### src/core/tmr16_regs.vh
`ifndef TMR16_REGS_VH
`define TMR16_REGS_VH

// Register byte offsets
`define TMR16_CTRL_A 8'h00
`define TMR16_CTRL_B 8'h01
`define TMR16_CTRL_C 8'h02
`define TMR16_CNT_L 8'h04
`define TMR16_CNT_H 8'h05
`define TMR16_CMPA_L 8'h06
`define TMR16_CMPA_H 8'h07
`define TMR16_CMPB_L 8'h08
`define TMR16_CMPB_H 8'h09
`define TMR16_CAPT_L 8'h0a
`define TMR16_CAPT_H 8'h0b
`define TMR16_IRQ_MASK 8'h0c
`define TMR16_IRQ_FLAGS 8'h0d

// Control A fields
`define TMR16_ACT_A_HI 7
`define TMR16_ACT_A_LO 6
`define TMR16_ACT_B_HI 5
`define TMR16_ACT_B_LO 4
`define TMR16_CAPT_SRC_BIT 2
`define TMR16_WAVE_LO_HI 1
`define TMR16_WAVE_LO_LO 0

// Control B fields
`define TMR16_NOISE_BIT 7
`define TMR16_EDGE_BIT 6
`define TMR16_WAVE_HI_HI 4
`define TMR16_WAVE_HI_LO 3
`define TMR16_CLKSEL_HI 2
`define TMR16_CLKSEL_LO 0

// Control C fields
`define TMR16_FORCE_A_BIT 7
`define TMR16_FORCE_B_BIT 6

// Mask and flag fields
`define TMR16_CAPT_BIT 5
`define TMR16_CMPB_BIT 2
`define TMR16_CMPA_BIT 1
`define TMR16_OVF_BIT 0

// Clock select codes
`define TMR16_CS_STOP 3'h0
`define TMR16_CS_DIV1 3'h1
`define TMR16_CS_DIV8 3'h2
`define TMR16_CS_DIV64 3'h3
`define TMR16_CS_DIV256 3'h4
`define TMR16_CS_DIV1024 3'h5
`define TMR16_CS_EXT_FALL 3'h6
`define TMR16_CS_EXT_RISE 3'h7

// Fixed TOP values, filter depth and reset values
`define TMR16_MAX 16'hffff
`define TMR16_TOP8 16'h00ff
`define TMR16_TOP9 16'h01ff
`define TMR16_TOP10 16'h03ff
`define TMR16_FILTER_SAMPLES 4
`define TMR16_RESET_BYTE 8'h00
`define TMR16_RESET_WORD 16'h0000

`endif

### src/core/tmr16_core.v
`timescale 1ns/10ps
`include "tmr16_regs.vh"

module tmr16_core (
	clk,
	srst,
	reg_addr,
	reg_wdata,
	reg_wr,
	reg_rd,
	reg_rdata,
	capture_input_pin,
	analog_comp_out,
	external_count_pin,
	global_irq_en,
	vector_ack,
	capture_irq,
	compare_a_irq,
	compare_b_irq,
	overflow_irq,
	compare_output_a_pin,
	compare_output_a_oe,
	compare_output_b_pin,
	compare_output_b_oe
);
	input wire clk;
	input wire srst;
	input wire [7:0] reg_addr;
	input wire [7:0] reg_wdata;
	input wire reg_wr;
	input wire reg_rd;
	output reg [7:0] reg_rdata;
	input wire capture_input_pin;
	input wire analog_comp_out;
	input wire external_count_pin;
	input wire global_irq_en;
	input wire [3:0] vector_ack;
	output reg capture_irq;
	output reg compare_a_irq;
	output reg compare_b_irq;
	output reg overflow_irq;
	output reg compare_output_a_pin;
	output reg compare_output_a_oe;
	output reg compare_output_b_pin;
	output reg compare_output_b_oe;

	reg [7:0] ctrl_a_r;
	reg capture_noise_filter_en;
	reg capture_edge_sel;
	reg [1:0] wave_hi_r;
	reg [2:0] clock_source_sel;
	reg [15:0] counter_register;
	reg [15:0] cmpa_buf_r;
	reg [15:0] cmpb_buf_r;
	reg [15:0] compare_a_register;
	reg [15:0] compare_b_register;
	reg [15:0] capture_register;
	reg [7:0] high_latch_r;
	reg [9:0] presc_r;
	reg count_up_r;
	reg match_block_r;
	reg capture_irq_en;
	reg compare_a_irq_en;
	reg compare_b_irq_en;
	reg overflow_irq_en;
	reg capture_flag;
	reg compare_a_flag;
	reg compare_b_flag;
	reg overflow_flag;

	wire [3:0] waveform_mode_sel;
	wire [1:0] act_a;
	wire [1:0] act_b;
	wire capt_lvl;
	wire capt_rise;
	wire capt_fall;
	wire ext_rise;
	wire ext_fall;
	wire wr_cnt;
	wire capt_top;
	wire phase_mode;
	wire fast_mode;
	wire nonpwm_mode;
	wire buf_at_bottom;
	wire toggle_a_ok;
	wire at_top;
	wire at_bottom;
	wire match_a;
	wire match_b;
	wire capt_evt;
	wire ovf_evt;
	wire force_a;
	wire force_b;
	wire [3:0] flag_wr_clr;

	reg tick;
	reg [15:0] top_val;

	assign waveform_mode_sel = {wave_hi_r, ctrl_a_r[1:0]};
	assign act_a = ctrl_a_r[`TMR16_ACT_A_HI:`TMR16_ACT_A_LO];
	assign act_b = ctrl_a_r[`TMR16_ACT_B_HI:`TMR16_ACT_B_LO];

	// Capture path, filter applies to whichever source is selected
	tmr16_edge_filter #(
		.SAMPLES(`TMR16_FILTER_SAMPLES)
	) u_capt_filter (
		.clk(clk),
		.srst(srst),
		.filter_en(capture_noise_filter_en),
		.sample_in(ctrl_a_r[`TMR16_CAPT_SRC_BIT] ? analog_comp_out :
			capture_input_pin),
		.level_out(capt_lvl),
		.rise_out(capt_rise),
		.fall_out(capt_fall)
	);

	// Pin level is read regardless of its port direction
	tmr16_edge_filter #(
		.SAMPLES(`TMR16_FILTER_SAMPLES)
	) u_ext_edge (
		.clk(clk),
		.srst(srst),
		.filter_en(1'b0),
		.sample_in(external_count_pin),
		.level_out(),
		.rise_out(ext_rise),
		.fall_out(ext_fall)
	);

	// Mode decode
	assign capt_top = (waveform_mode_sel == 4'h8) ||
		(waveform_mode_sel == 4'ha) || (waveform_mode_sel == 4'hc) ||
		(waveform_mode_sel == 4'he);
	assign phase_mode = (waveform_mode_sel >= 4'h1 &&
		waveform_mode_sel <= 4'h3) || (waveform_mode_sel >= 4'h8 &&
		waveform_mode_sel <= 4'hb);
	assign fast_mode = (waveform_mode_sel >= 4'h5 &&
		waveform_mode_sel <= 4'h7) || (waveform_mode_sel >= 4'he);
	assign nonpwm_mode = ~phase_mode & ~fast_mode;
	assign buf_at_bottom = (waveform_mode_sel == 4'h8) ||
		(waveform_mode_sel == 4'h9);
	assign toggle_a_ok = (waveform_mode_sel >= 4'he) ||
		(waveform_mode_sel >= 4'h8 && waveform_mode_sel <= 4'hb);

	always @* begin
		case (waveform_mode_sel)
		4'h1, 4'h5: top_val = `TMR16_TOP8;
		4'h2, 4'h6: top_val = `TMR16_TOP9;
		4'h3, 4'h7: top_val = `TMR16_TOP10;
		4'h4, 4'h9, 4'hb, 4'hf: top_val = compare_a_register;
		4'h8, 4'ha, 4'hc, 4'he: top_val = capture_register;
		default: top_val = `TMR16_MAX;
		endcase
	end

	// Free-running prescaler shared by all divided selections
	always @* begin
		case (clock_source_sel)
		`TMR16_CS_DIV1: tick = 1'b1;
		`TMR16_CS_DIV8: tick = &presc_r[2:0];
		`TMR16_CS_DIV64: tick = &presc_r[5:0];
		`TMR16_CS_DIV256: tick = &presc_r[7:0];
		`TMR16_CS_DIV1024: tick = &presc_r;
		`TMR16_CS_EXT_FALL: tick = ext_fall;
		`TMR16_CS_EXT_RISE: tick = ext_rise;
		default: tick = 1'b0;
		endcase
	end

	assign wr_cnt = reg_wr && reg_addr == `TMR16_CNT_L;
	assign at_top = counter_register == top_val;
	assign at_bottom = counter_register == `TMR16_RESET_WORD;
	assign match_a = tick & ~match_block_r &
		(counter_register == compare_a_register);
	assign match_b = tick & ~match_block_r &
		(counter_register == compare_b_register);
	assign capt_evt = ~capt_top & (capture_edge_sel ? capt_rise :
		capt_fall);
	assign ovf_evt = tick & (phase_mode ? (at_bottom & ~count_up_r) :
		fast_mode ? at_top :
		(counter_register == `TMR16_MAX));
	assign force_a = reg_wr && reg_addr == `TMR16_CTRL_C && nonpwm_mode &&
		reg_wdata[`TMR16_FORCE_A_BIT];
	assign force_b = reg_wr && reg_addr == `TMR16_CTRL_C && nonpwm_mode &&
		reg_wdata[`TMR16_FORCE_B_BIT];
	assign flag_wr_clr = (reg_wr && reg_addr == `TMR16_IRQ_FLAGS) ?
		{reg_wdata[`TMR16_CAPT_BIT], reg_wdata[`TMR16_CMPB_BIT],
		reg_wdata[`TMR16_CMPA_BIT], reg_wdata[`TMR16_OVF_BIT]} : 4'h0;

	// Next level of a waveform output; a TOP action overrides a match
	function wave_next;
		input cur;
		input [1:0] act;
		input hit;
		input top_hit;
		input tog_ok;
		input fast;
		input phase;
		input up;
		reg val;
		begin
			val = cur;
			if (hit && act == 2'h1 && (tog_ok || (!fast && !phase)))
				val = ~cur;
			else if (hit && act[1])
				val = (fast || (phase && up)) ? ~act[0] : act[0];
			if (fast && top_hit && act[1])
				val = act[0];
			wave_next = val;
		end
	endfunction

	always @(posedge clk) begin
		if (srst) begin
			presc_r <= 10'h000;
			counter_register <= `TMR16_RESET_WORD;
			count_up_r <= 1'b1;
			match_block_r <= 1'b0;
			compare_a_register <= `TMR16_RESET_WORD;
			compare_b_register <= `TMR16_RESET_WORD;
		end else begin
			presc_r <= presc_r + 10'h001;
			if (wr_cnt)
				match_block_r <= 1'b1;
			else if (tick)
				match_block_r <= 1'b0;
			// CPU write outranks counting
			if (wr_cnt) begin
				counter_register <= {high_latch_r, reg_wdata};
			end else if (tick) begin
				if (!phase_mode) begin
					if (at_top)
						counter_register <= `TMR16_RESET_WORD;
					else
						counter_register <= counter_register + 16'h0001;
				end else if (count_up_r) begin
					if (at_top) begin
						count_up_r <= 1'b0;
						counter_register <= counter_register - 16'h0001;
					end else begin
						counter_register <= counter_register + 16'h0001;
					end
				end else begin
					if (at_bottom) begin
						count_up_r <= 1'b1;
						counter_register <= counter_register + 16'h0001;
					end else begin
						counter_register <= counter_register - 16'h0001;
					end
				end
			end
			if (!phase_mode)
				count_up_r <= 1'b1;
			// Buffered compare values reach the comparator at TOP or BOTTOM
			// in PWM modes, so a late write cannot cut a pulse short
			if (nonpwm_mode || (tick && (buf_at_bottom ? at_bottom :
				at_top))) begin
				compare_a_register <= cmpa_buf_r;
				compare_b_register <= cmpb_buf_r;
			end
		end
	end

	// Register writes, shared high latch and flags
	always @(posedge clk) begin
		if (srst) begin
			ctrl_a_r <= `TMR16_RESET_BYTE;
			capture_noise_filter_en <= 1'b0;
			capture_edge_sel <= 1'b0;
			wave_hi_r <= 2'h0;
			clock_source_sel <= `TMR16_CS_STOP;
			cmpa_buf_r <= `TMR16_RESET_WORD;
			cmpb_buf_r <= `TMR16_RESET_WORD;
			capture_register <= `TMR16_RESET_WORD;
			high_latch_r <= `TMR16_RESET_BYTE;
			capture_irq_en <= 1'b0;
			compare_a_irq_en <= 1'b0;
			compare_b_irq_en <= 1'b0;
			overflow_irq_en <= 1'b0;
			capture_flag <= 1'b0;
			compare_a_flag <= 1'b0;
			compare_b_flag <= 1'b0;
			overflow_flag <= 1'b0;
			reg_rdata <= `TMR16_RESET_BYTE;
		end else begin
			if (reg_wr) begin
				case (reg_addr)
				`TMR16_CTRL_A: ctrl_a_r <= reg_wdata;
				`TMR16_CTRL_B: begin
					capture_noise_filter_en <= reg_wdata[`TMR16_NOISE_BIT];
					capture_edge_sel <= reg_wdata[`TMR16_EDGE_BIT];
					wave_hi_r <=
						reg_wdata[`TMR16_WAVE_HI_HI:`TMR16_WAVE_HI_LO];
					clock_source_sel <=
						reg_wdata[`TMR16_CLKSEL_HI:`TMR16_CLKSEL_LO];
				end
				`TMR16_CNT_H, `TMR16_CMPA_H, `TMR16_CMPB_H, `TMR16_CAPT_H:
					high_latch_r <= reg_wdata;
				`TMR16_CMPA_L:
					cmpa_buf_r <= {high_latch_r, reg_wdata};
				`TMR16_CMPB_L:
					cmpb_buf_r <= {high_latch_r, reg_wdata};
				`TMR16_IRQ_MASK: begin
					capture_irq_en <= reg_wdata[`TMR16_CAPT_BIT];
					compare_b_irq_en <= reg_wdata[`TMR16_CMPB_BIT];
					compare_a_irq_en <= reg_wdata[`TMR16_CMPA_BIT];
					overflow_irq_en <= reg_wdata[`TMR16_OVF_BIT];
				end
				default: ;
				endcase
			end
			if (reg_rd) begin
				case (reg_addr)
				`TMR16_CNT_L: high_latch_r <= counter_register[15:8];
				`TMR16_CMPA_L: high_latch_r <= cmpa_buf_r[15:8];
				`TMR16_CMPB_L: high_latch_r <= cmpb_buf_r[15:8];
				`TMR16_CAPT_L: high_latch_r <= capture_register[15:8];
				default: ;
				endcase
			end
			// Capture update; a pin event outranks a CPU write
			if (capt_evt)
				capture_register <= counter_register;
			else if (reg_wr && reg_addr == `TMR16_CAPT_L)
				capture_register <= {high_latch_r, reg_wdata};
			// Hardware set wins over any clear
			capture_flag <= (capt_evt | (capt_top & tick & at_top)) |
				(capture_flag & ~flag_wr_clr[3] & ~vector_ack[3]);
			compare_b_flag <= match_b |
				(compare_b_flag & ~flag_wr_clr[2] & ~vector_ack[2]);
			compare_a_flag <= match_a |
				(compare_a_flag & ~flag_wr_clr[1] & ~vector_ack[1]);
			overflow_flag <= ovf_evt |
				(overflow_flag & ~flag_wr_clr[0] & ~vector_ack[0]);
			reg_rdata <= `TMR16_RESET_BYTE;
			if (reg_rd) begin
				case (reg_addr)
				`TMR16_CTRL_A: reg_rdata <= ctrl_a_r;
				`TMR16_CTRL_B:
					reg_rdata <= {capture_noise_filter_en, capture_edge_sel,
						1'b0, wave_hi_r, clock_source_sel};
				`TMR16_CTRL_C: reg_rdata <= `TMR16_RESET_BYTE;
				`TMR16_CNT_L: reg_rdata <= counter_register[7:0];
				`TMR16_CMPA_L: reg_rdata <= cmpa_buf_r[7:0];
				`TMR16_CMPB_L: reg_rdata <= cmpb_buf_r[7:0];
				`TMR16_CAPT_L: reg_rdata <= capture_register[7:0];
				`TMR16_CNT_H, `TMR16_CMPA_H, `TMR16_CMPB_H, `TMR16_CAPT_H:
					reg_rdata <= high_latch_r;
				`TMR16_IRQ_MASK:
					reg_rdata <= {2'h0, capture_irq_en, 2'h0, compare_b_irq_en,
						compare_a_irq_en, overflow_irq_en};
				`TMR16_IRQ_FLAGS:
					reg_rdata <= {2'h0, capture_flag, 2'h0, compare_b_flag,
						compare_a_flag, overflow_flag};
				default: reg_rdata <= `TMR16_RESET_BYTE;
				endcase
			end
		end
	end

	// Requests and waveform outputs
	always @(posedge clk) begin
		if (srst) begin
			capture_irq <= 1'b0;
			compare_a_irq <= 1'b0;
			compare_b_irq <= 1'b0;
			overflow_irq <= 1'b0;
			compare_output_a_pin <= 1'b0;
			compare_output_b_pin <= 1'b0;
			compare_output_a_oe <= 1'b0;
			compare_output_b_oe <= 1'b0;
		end else begin
			capture_irq <= capture_flag & capture_irq_en & global_irq_en;
			compare_a_irq <= compare_a_flag & compare_a_irq_en &
				global_irq_en;
			compare_b_irq <= compare_b_flag & compare_b_irq_en &
				global_irq_en;
			overflow_irq <= overflow_flag & overflow_irq_en & global_irq_en;
			// A forced strobe acts like a match here only, never on flags
			compare_output_a_pin <= wave_next(compare_output_a_pin, act_a,
				match_a | force_a, tick & at_top, toggle_a_ok, fast_mode,
				phase_mode, count_up_r);
			compare_output_b_pin <= wave_next(compare_output_b_pin, act_b,
				match_b | force_b, tick & at_top, 1'b0, fast_mode,
				phase_mode, count_up_r);
			compare_output_a_oe <= act_a[1] | (act_a[0] &
				(nonpwm_mode | toggle_a_ok));
			compare_output_b_oe <= act_b[1] | (act_b[0] & nonpwm_mode);
		end
	end
endmodule

### src/core/tmr16_edge_filter.v
`timescale 1ns/10ps
`include "tmr16_regs.vh"

module tmr16_edge_filter #(
	parameter SAMPLES = `TMR16_FILTER_SAMPLES
) (
	clk,
	srst,
	filter_en,
	sample_in,
	level_out,
	rise_out,
	fall_out
);
	input wire clk;
	input wire srst;
	input wire filter_en;
	input wire sample_in;
	output reg level_out;
	output wire rise_out;
	output wire fall_out;

	// Only the last SAMPLES-1 samples are kept; the live pin is the newest
	reg [SAMPLES-2:0] hist_r;
	reg prev_r;
	wire all_one;
	wire all_zero;

	assign all_one = &{hist_r[SAMPLES-2:0], sample_in};
	assign all_zero = ~|{hist_r[SAMPLES-2:0], sample_in};
	assign rise_out = level_out & ~prev_r;
	assign fall_out = ~level_out & prev_r;

	// Idle level high so a pin held high at reset gives no edge
	always @(posedge clk) begin
		if (srst) begin
			hist_r <= {(SAMPLES-1){1'b1}};
			level_out <= 1'b1;
			prev_r <= 1'b1;
		end else begin
			hist_r <= {hist_r[SAMPLES-3:0], sample_in};
			prev_r <= level_out;
			if (!filter_en)
				level_out <= sample_in;
			else if (all_one)
				level_out <= 1'b1;
			else if (all_zero)
				level_out <= 1'b0;
		end
	end
endmodule

### config.mk
export PLATFORM = sky130hd
export DESIGN_NAME = tmr16_core
export DESIGN_NICKNAME = d
export VERILOG_FILES = /design/src/core/tmr16_core.v /design/src/core/tmr16_edge_filter.v
export VERILOG_INCLUDE_DIRS = /design/src /design/src/core
export SDC_FILE = /design/constraint.sdc
export NUM_CORES = 1
export LEC_CHECK = 0
export ABC_AREA = 0
export BUFFER_PORTS_ARGS = -buffer_cell sky130_fd_sc_hd__buf_4
export CAP_MARGIN = 20
export CORE_ASPECT_RATIO = 2
export CORE_MARGIN = 2
export CORE_UTILIZATION = 35
export CTS_BUF_LIST = sky130_fd_sc_hd__clkbuf_8
export CTS_CLUSTER_SIZE = 20
export DETAILED_ROUTE_END_ITERATION = 16
export GPL_TIMING_DRIVEN = 0
export HOLD_SLACK_MARGIN = 0.12
export SYNTH_ARGS = -nofsm -noshare
export SYNTH_HDL_FRONTEND = slang
export SYNTH_SLANG_ARGS = --single-unit
### constraint.sdc
create_clock -name clk -period 2.8 [get_ports clk]
set_input_delay 0 -clock clk [delete_from_list [all_inputs] [get_ports clk]]
set_output_delay 0 -clock clk [all_outputs]
set_load 0.02 [all_outputs]
==> results.cfg <==
[outcome]
status = complete, but fails checks
violations = negative setup slack

[timing]
setup_ws_ns = -0.1423
period_share = 1.051
worstMarginPinSlew_ns = 0.9595
hold_viol_final = 0
drv_slew = 0
rsz0062_at_grt = true
timing.fmax_mhz = 339.9
setup_viol = 43
timing.final.crit_period_ns = 2.942
slew_headroom = 0.3589
fin_skew_ns = 0.01466

[worst_setup_path]
worstPathRequired_ns = 3.16
crit_slowest_cell = or4_1
reg2reg_from = wave_hi_r[1]
critical_path.startpoint = wave_hi_r[1]
r2r_end = counter_register[11]
rr_worst_depth = 11
cp.arrival_ns = 3.31
cp_max_fo = 7
slowest_delay_ns = 0.59
rrSetupSlack_ns = -0.14
crit_type = flop to flop
startpoint_type = flop
endpoint = counter_register[11]
cp_num_cells = 11
crit_path_end_kind = flop
cpLargestDelayFamily = simple AND/OR/NAND/NOR gates
worst-path-buf-inv = 1
path_cells = or4_1 -> o21ai_4 -> a211oi_2 -> xnor2_1 -> nor4_1 -> nand4_1 -> buf_6 -> mux2_4 -> a221o_1 -> o211ai_1 -> a21oi_1

[layout]
diodes = 0
fin_cells = 1590
fin_nets = 1278
drive_gt1_frac = 0.2138
syn_to_final_growth_pct = 27.91
seqCellArea_sq_um = 3253
multi_input_area_sq_um = 5667
fillers = 2479

[clock_network]
cts-root-buf = clkbuf_8
path_clk_slew_ns = 0.10
clock_sinks = 162
cts_buffers = 17
htree_levels = 4
worstSkewPairLatency_ns = 0.51
cts_tree = done
cts_buffer_depth = 2

[pwr]
switching_power_uw = 1274
sw_frac_of_total = 0.2756
power.internal_uw = 3349
powerDensity_nw_per_um2 = 414.2
power_frac_comb = 0.061
seqPwrFrac = 0.509
p_total_uw = 4624
worst_ir_drop_vdd_v = 0.0004119
power_frac_clock = 0.430
leakage_uw = 0.004194

[global_routing]
grt_use_total = 0.3057
grt_pass1_wl_um = 57510
first_global_vias = 8972
antenna_found_initial = 0
overflow = 0
grt_start_max_net_pins = 18

[yosys]
synth_common_cells = nand2_1 (207), dfxtp_1 (162), a21oi_1 (137)
ys_dominant_reg_cell = dfxtp_1
synth_edf_count = 0
synth_top_area_frac = 0.3716
synth_most_common_cell = nand2_1
yosys-top-cells-area = dfxtp_1 (37%), nand2_1 (8.9%), a21oi_1 (7.9%)
synth_top_area_cell = dfxtp_1
synth_area_per_cell_sq_um = 7.629
ys.warnings.count = 0
ys_seq_area_frac = 0.3716
ys_seq_elements = 162
synth_nets = 1177
synthesis.instances = 1144
synth_area_sq_um = 8727
ys_types = 66
async_flop_share = 0

[drt]
routed_wl_um = 39870
firstDrtPassIters = 6
dr_total_vias = 9386
ant_nets = 0
via_per_inst = 5.903
drt_iter0_drc = 812
drc = 0
avgRoutedWirePerCell_um = 25.08

[floorplan]
rows = 81
start_util = 0.3558
fp.dieH_um = 227.3
fp.dieW_um = 115.7
ios = 44
core_area_sq_um = 24530
die-area_sq_um = 26290

[place]
post-dp-hpwl_um = 29750
place.gp.congestion = 1.052
post-place-cells = 1515
portBuffers = 38

[worst_hold_path]
hold_path_class = primary input to flop

[flow_run]
cap_violations = 0
[metal layers]
layer  up-vias  GRT usage  wire length [um]
li1       4231          -                 -
met1      4451     0.2948             12650
met2       501     0.5429             20460
met3       203    0.04633              2258
met4         0     0.2819              4504
met5         -          0                 0
[worst register-to-register path, cell delays in order, from the launching register on]
cell and delay, ns:
dfxtp_4 0.37, or4_1 0.59, o21ai_4 0.14, a211oi_2 0.07
xnor2_1 0.13, nor4_1 0.32, nand4_1 0.15, buf_6 0.16
mux2_4 0.33, a221o_1 0.34, o211ai_1 0.10, a21oi_1 0.11
[cell usage in the layout, fill, tap and decap left out, types with 11 or more instances in the layout]
cell           count
nand2_1          173
dfxtp_1          158
a21oi_1          106
nor2_1            98
buf_4             52
clkbuf_1          48
xor2_1            39
mux2i_1           35
xnor2_1           30
a21oi_2           28
o21ai_0           26
nand3_1           24
a22oi_1           22
dlygate4sd3_1     20
clkbuf_8          19
a211oi_1          19
nor3_1            18
nand2_2           18
inv_1             15
buf_6             15
nand2_4           15
and3_1            13
nor2b_1           13
nor4_1            11
[registers in the layout (all words and copies together) (netlist names), 2 cells and up]
name                  count
high_latch_r              8
cmpa_buf_r               16
cmpb_buf_r               16
clock_source_sel          3
counter_register         16
capture_register         16
compare_b_register       16
compare_a_register       16
u_capt_filter.hist_r      3
reg_rdata                 8
presc_r                  10
wave_hi_r                 2
ctrl_a_r                  8
[logic make-up after synthesis]
kind of cell	share of synthesized area
xor+xnor	0.06925
fa+ha+maj	0.007168
buf+inv	0.04961
flops	0.3716
mux	0.05290
simple gates	0.2424
compound gates	0.2070
[power groups by stage]
stage          Clock [uW]  Combinational, uW  Sequential, uW
6_report             1990                282            2350
5_1_grt              2080                295            2360
4_1_cts              2000                268            2350
3_5_place_dp            0                240            2410
3_3_place_gp            0                238            2410
2_1_floorplan           0                130            2390
[timing repair]
action                                 4_1_cts  5_1_grt
pin swaps                                   35       42
gates cloned                                 6        1
setup endpoints to repair                   53       64
buffers inserted                            18        4
endpoints found under the hold margin       67        0
hold buffers                                20        0
resized for setup                          136      106
[layout make-up]
cell class | instances | area share
buffer | 85 | 0.04349
clock buffer | 17 | 0.02096
clock inverter | 15 | 0.01984
inverter | 18 | 0.006277
multi-input combinational | 874 | 0.5076
sequential | 162 | 0.2914
tap | 332 | 0.03721
timing repair buffer | 87 | 0.07319
[per-stage QoR]
step / cell area [sq um] / setup WS, ns / util / hold WS (ns) / TNS (ns)
after floorplan: 8727 / 0.1538 / - / 0.1038 / 0
after global placement: 9428 / -1.274 / 0.3844 / 0.1865 / -51.20
after detailed placement: 9438 / -1.157 / 0.3848 / 0.1884 / -48.03
after CTS: 10770 / -0.07860 / 0.4392 / 0.1212 / -0.7217
after global routing: 11160 / -0.2053 / 0.4552 / 0.1911 / -6.470
final: 11160 / -0.1423 / 0.4552 / 0.1467 / -4.703
[worst min path at each step]
stage | from | endpoint | cells past startpoint
floorplan | external_count_pin | u_ext_edge.level_out | 1
CTS | reg_addr[7] | reg_rdata[3] | 4
global placement | external_count_pin | u_ext_edge.level_out | 2
detailed placement | external_count_pin | u_ext_edge.level_out | 2
global route | reg_wr | cmpa_buf_r[1] | 5
finish | reg_wr | cmpa_buf_r[4] | 5
Note: power is estimated with default switching activity, not from simulation.
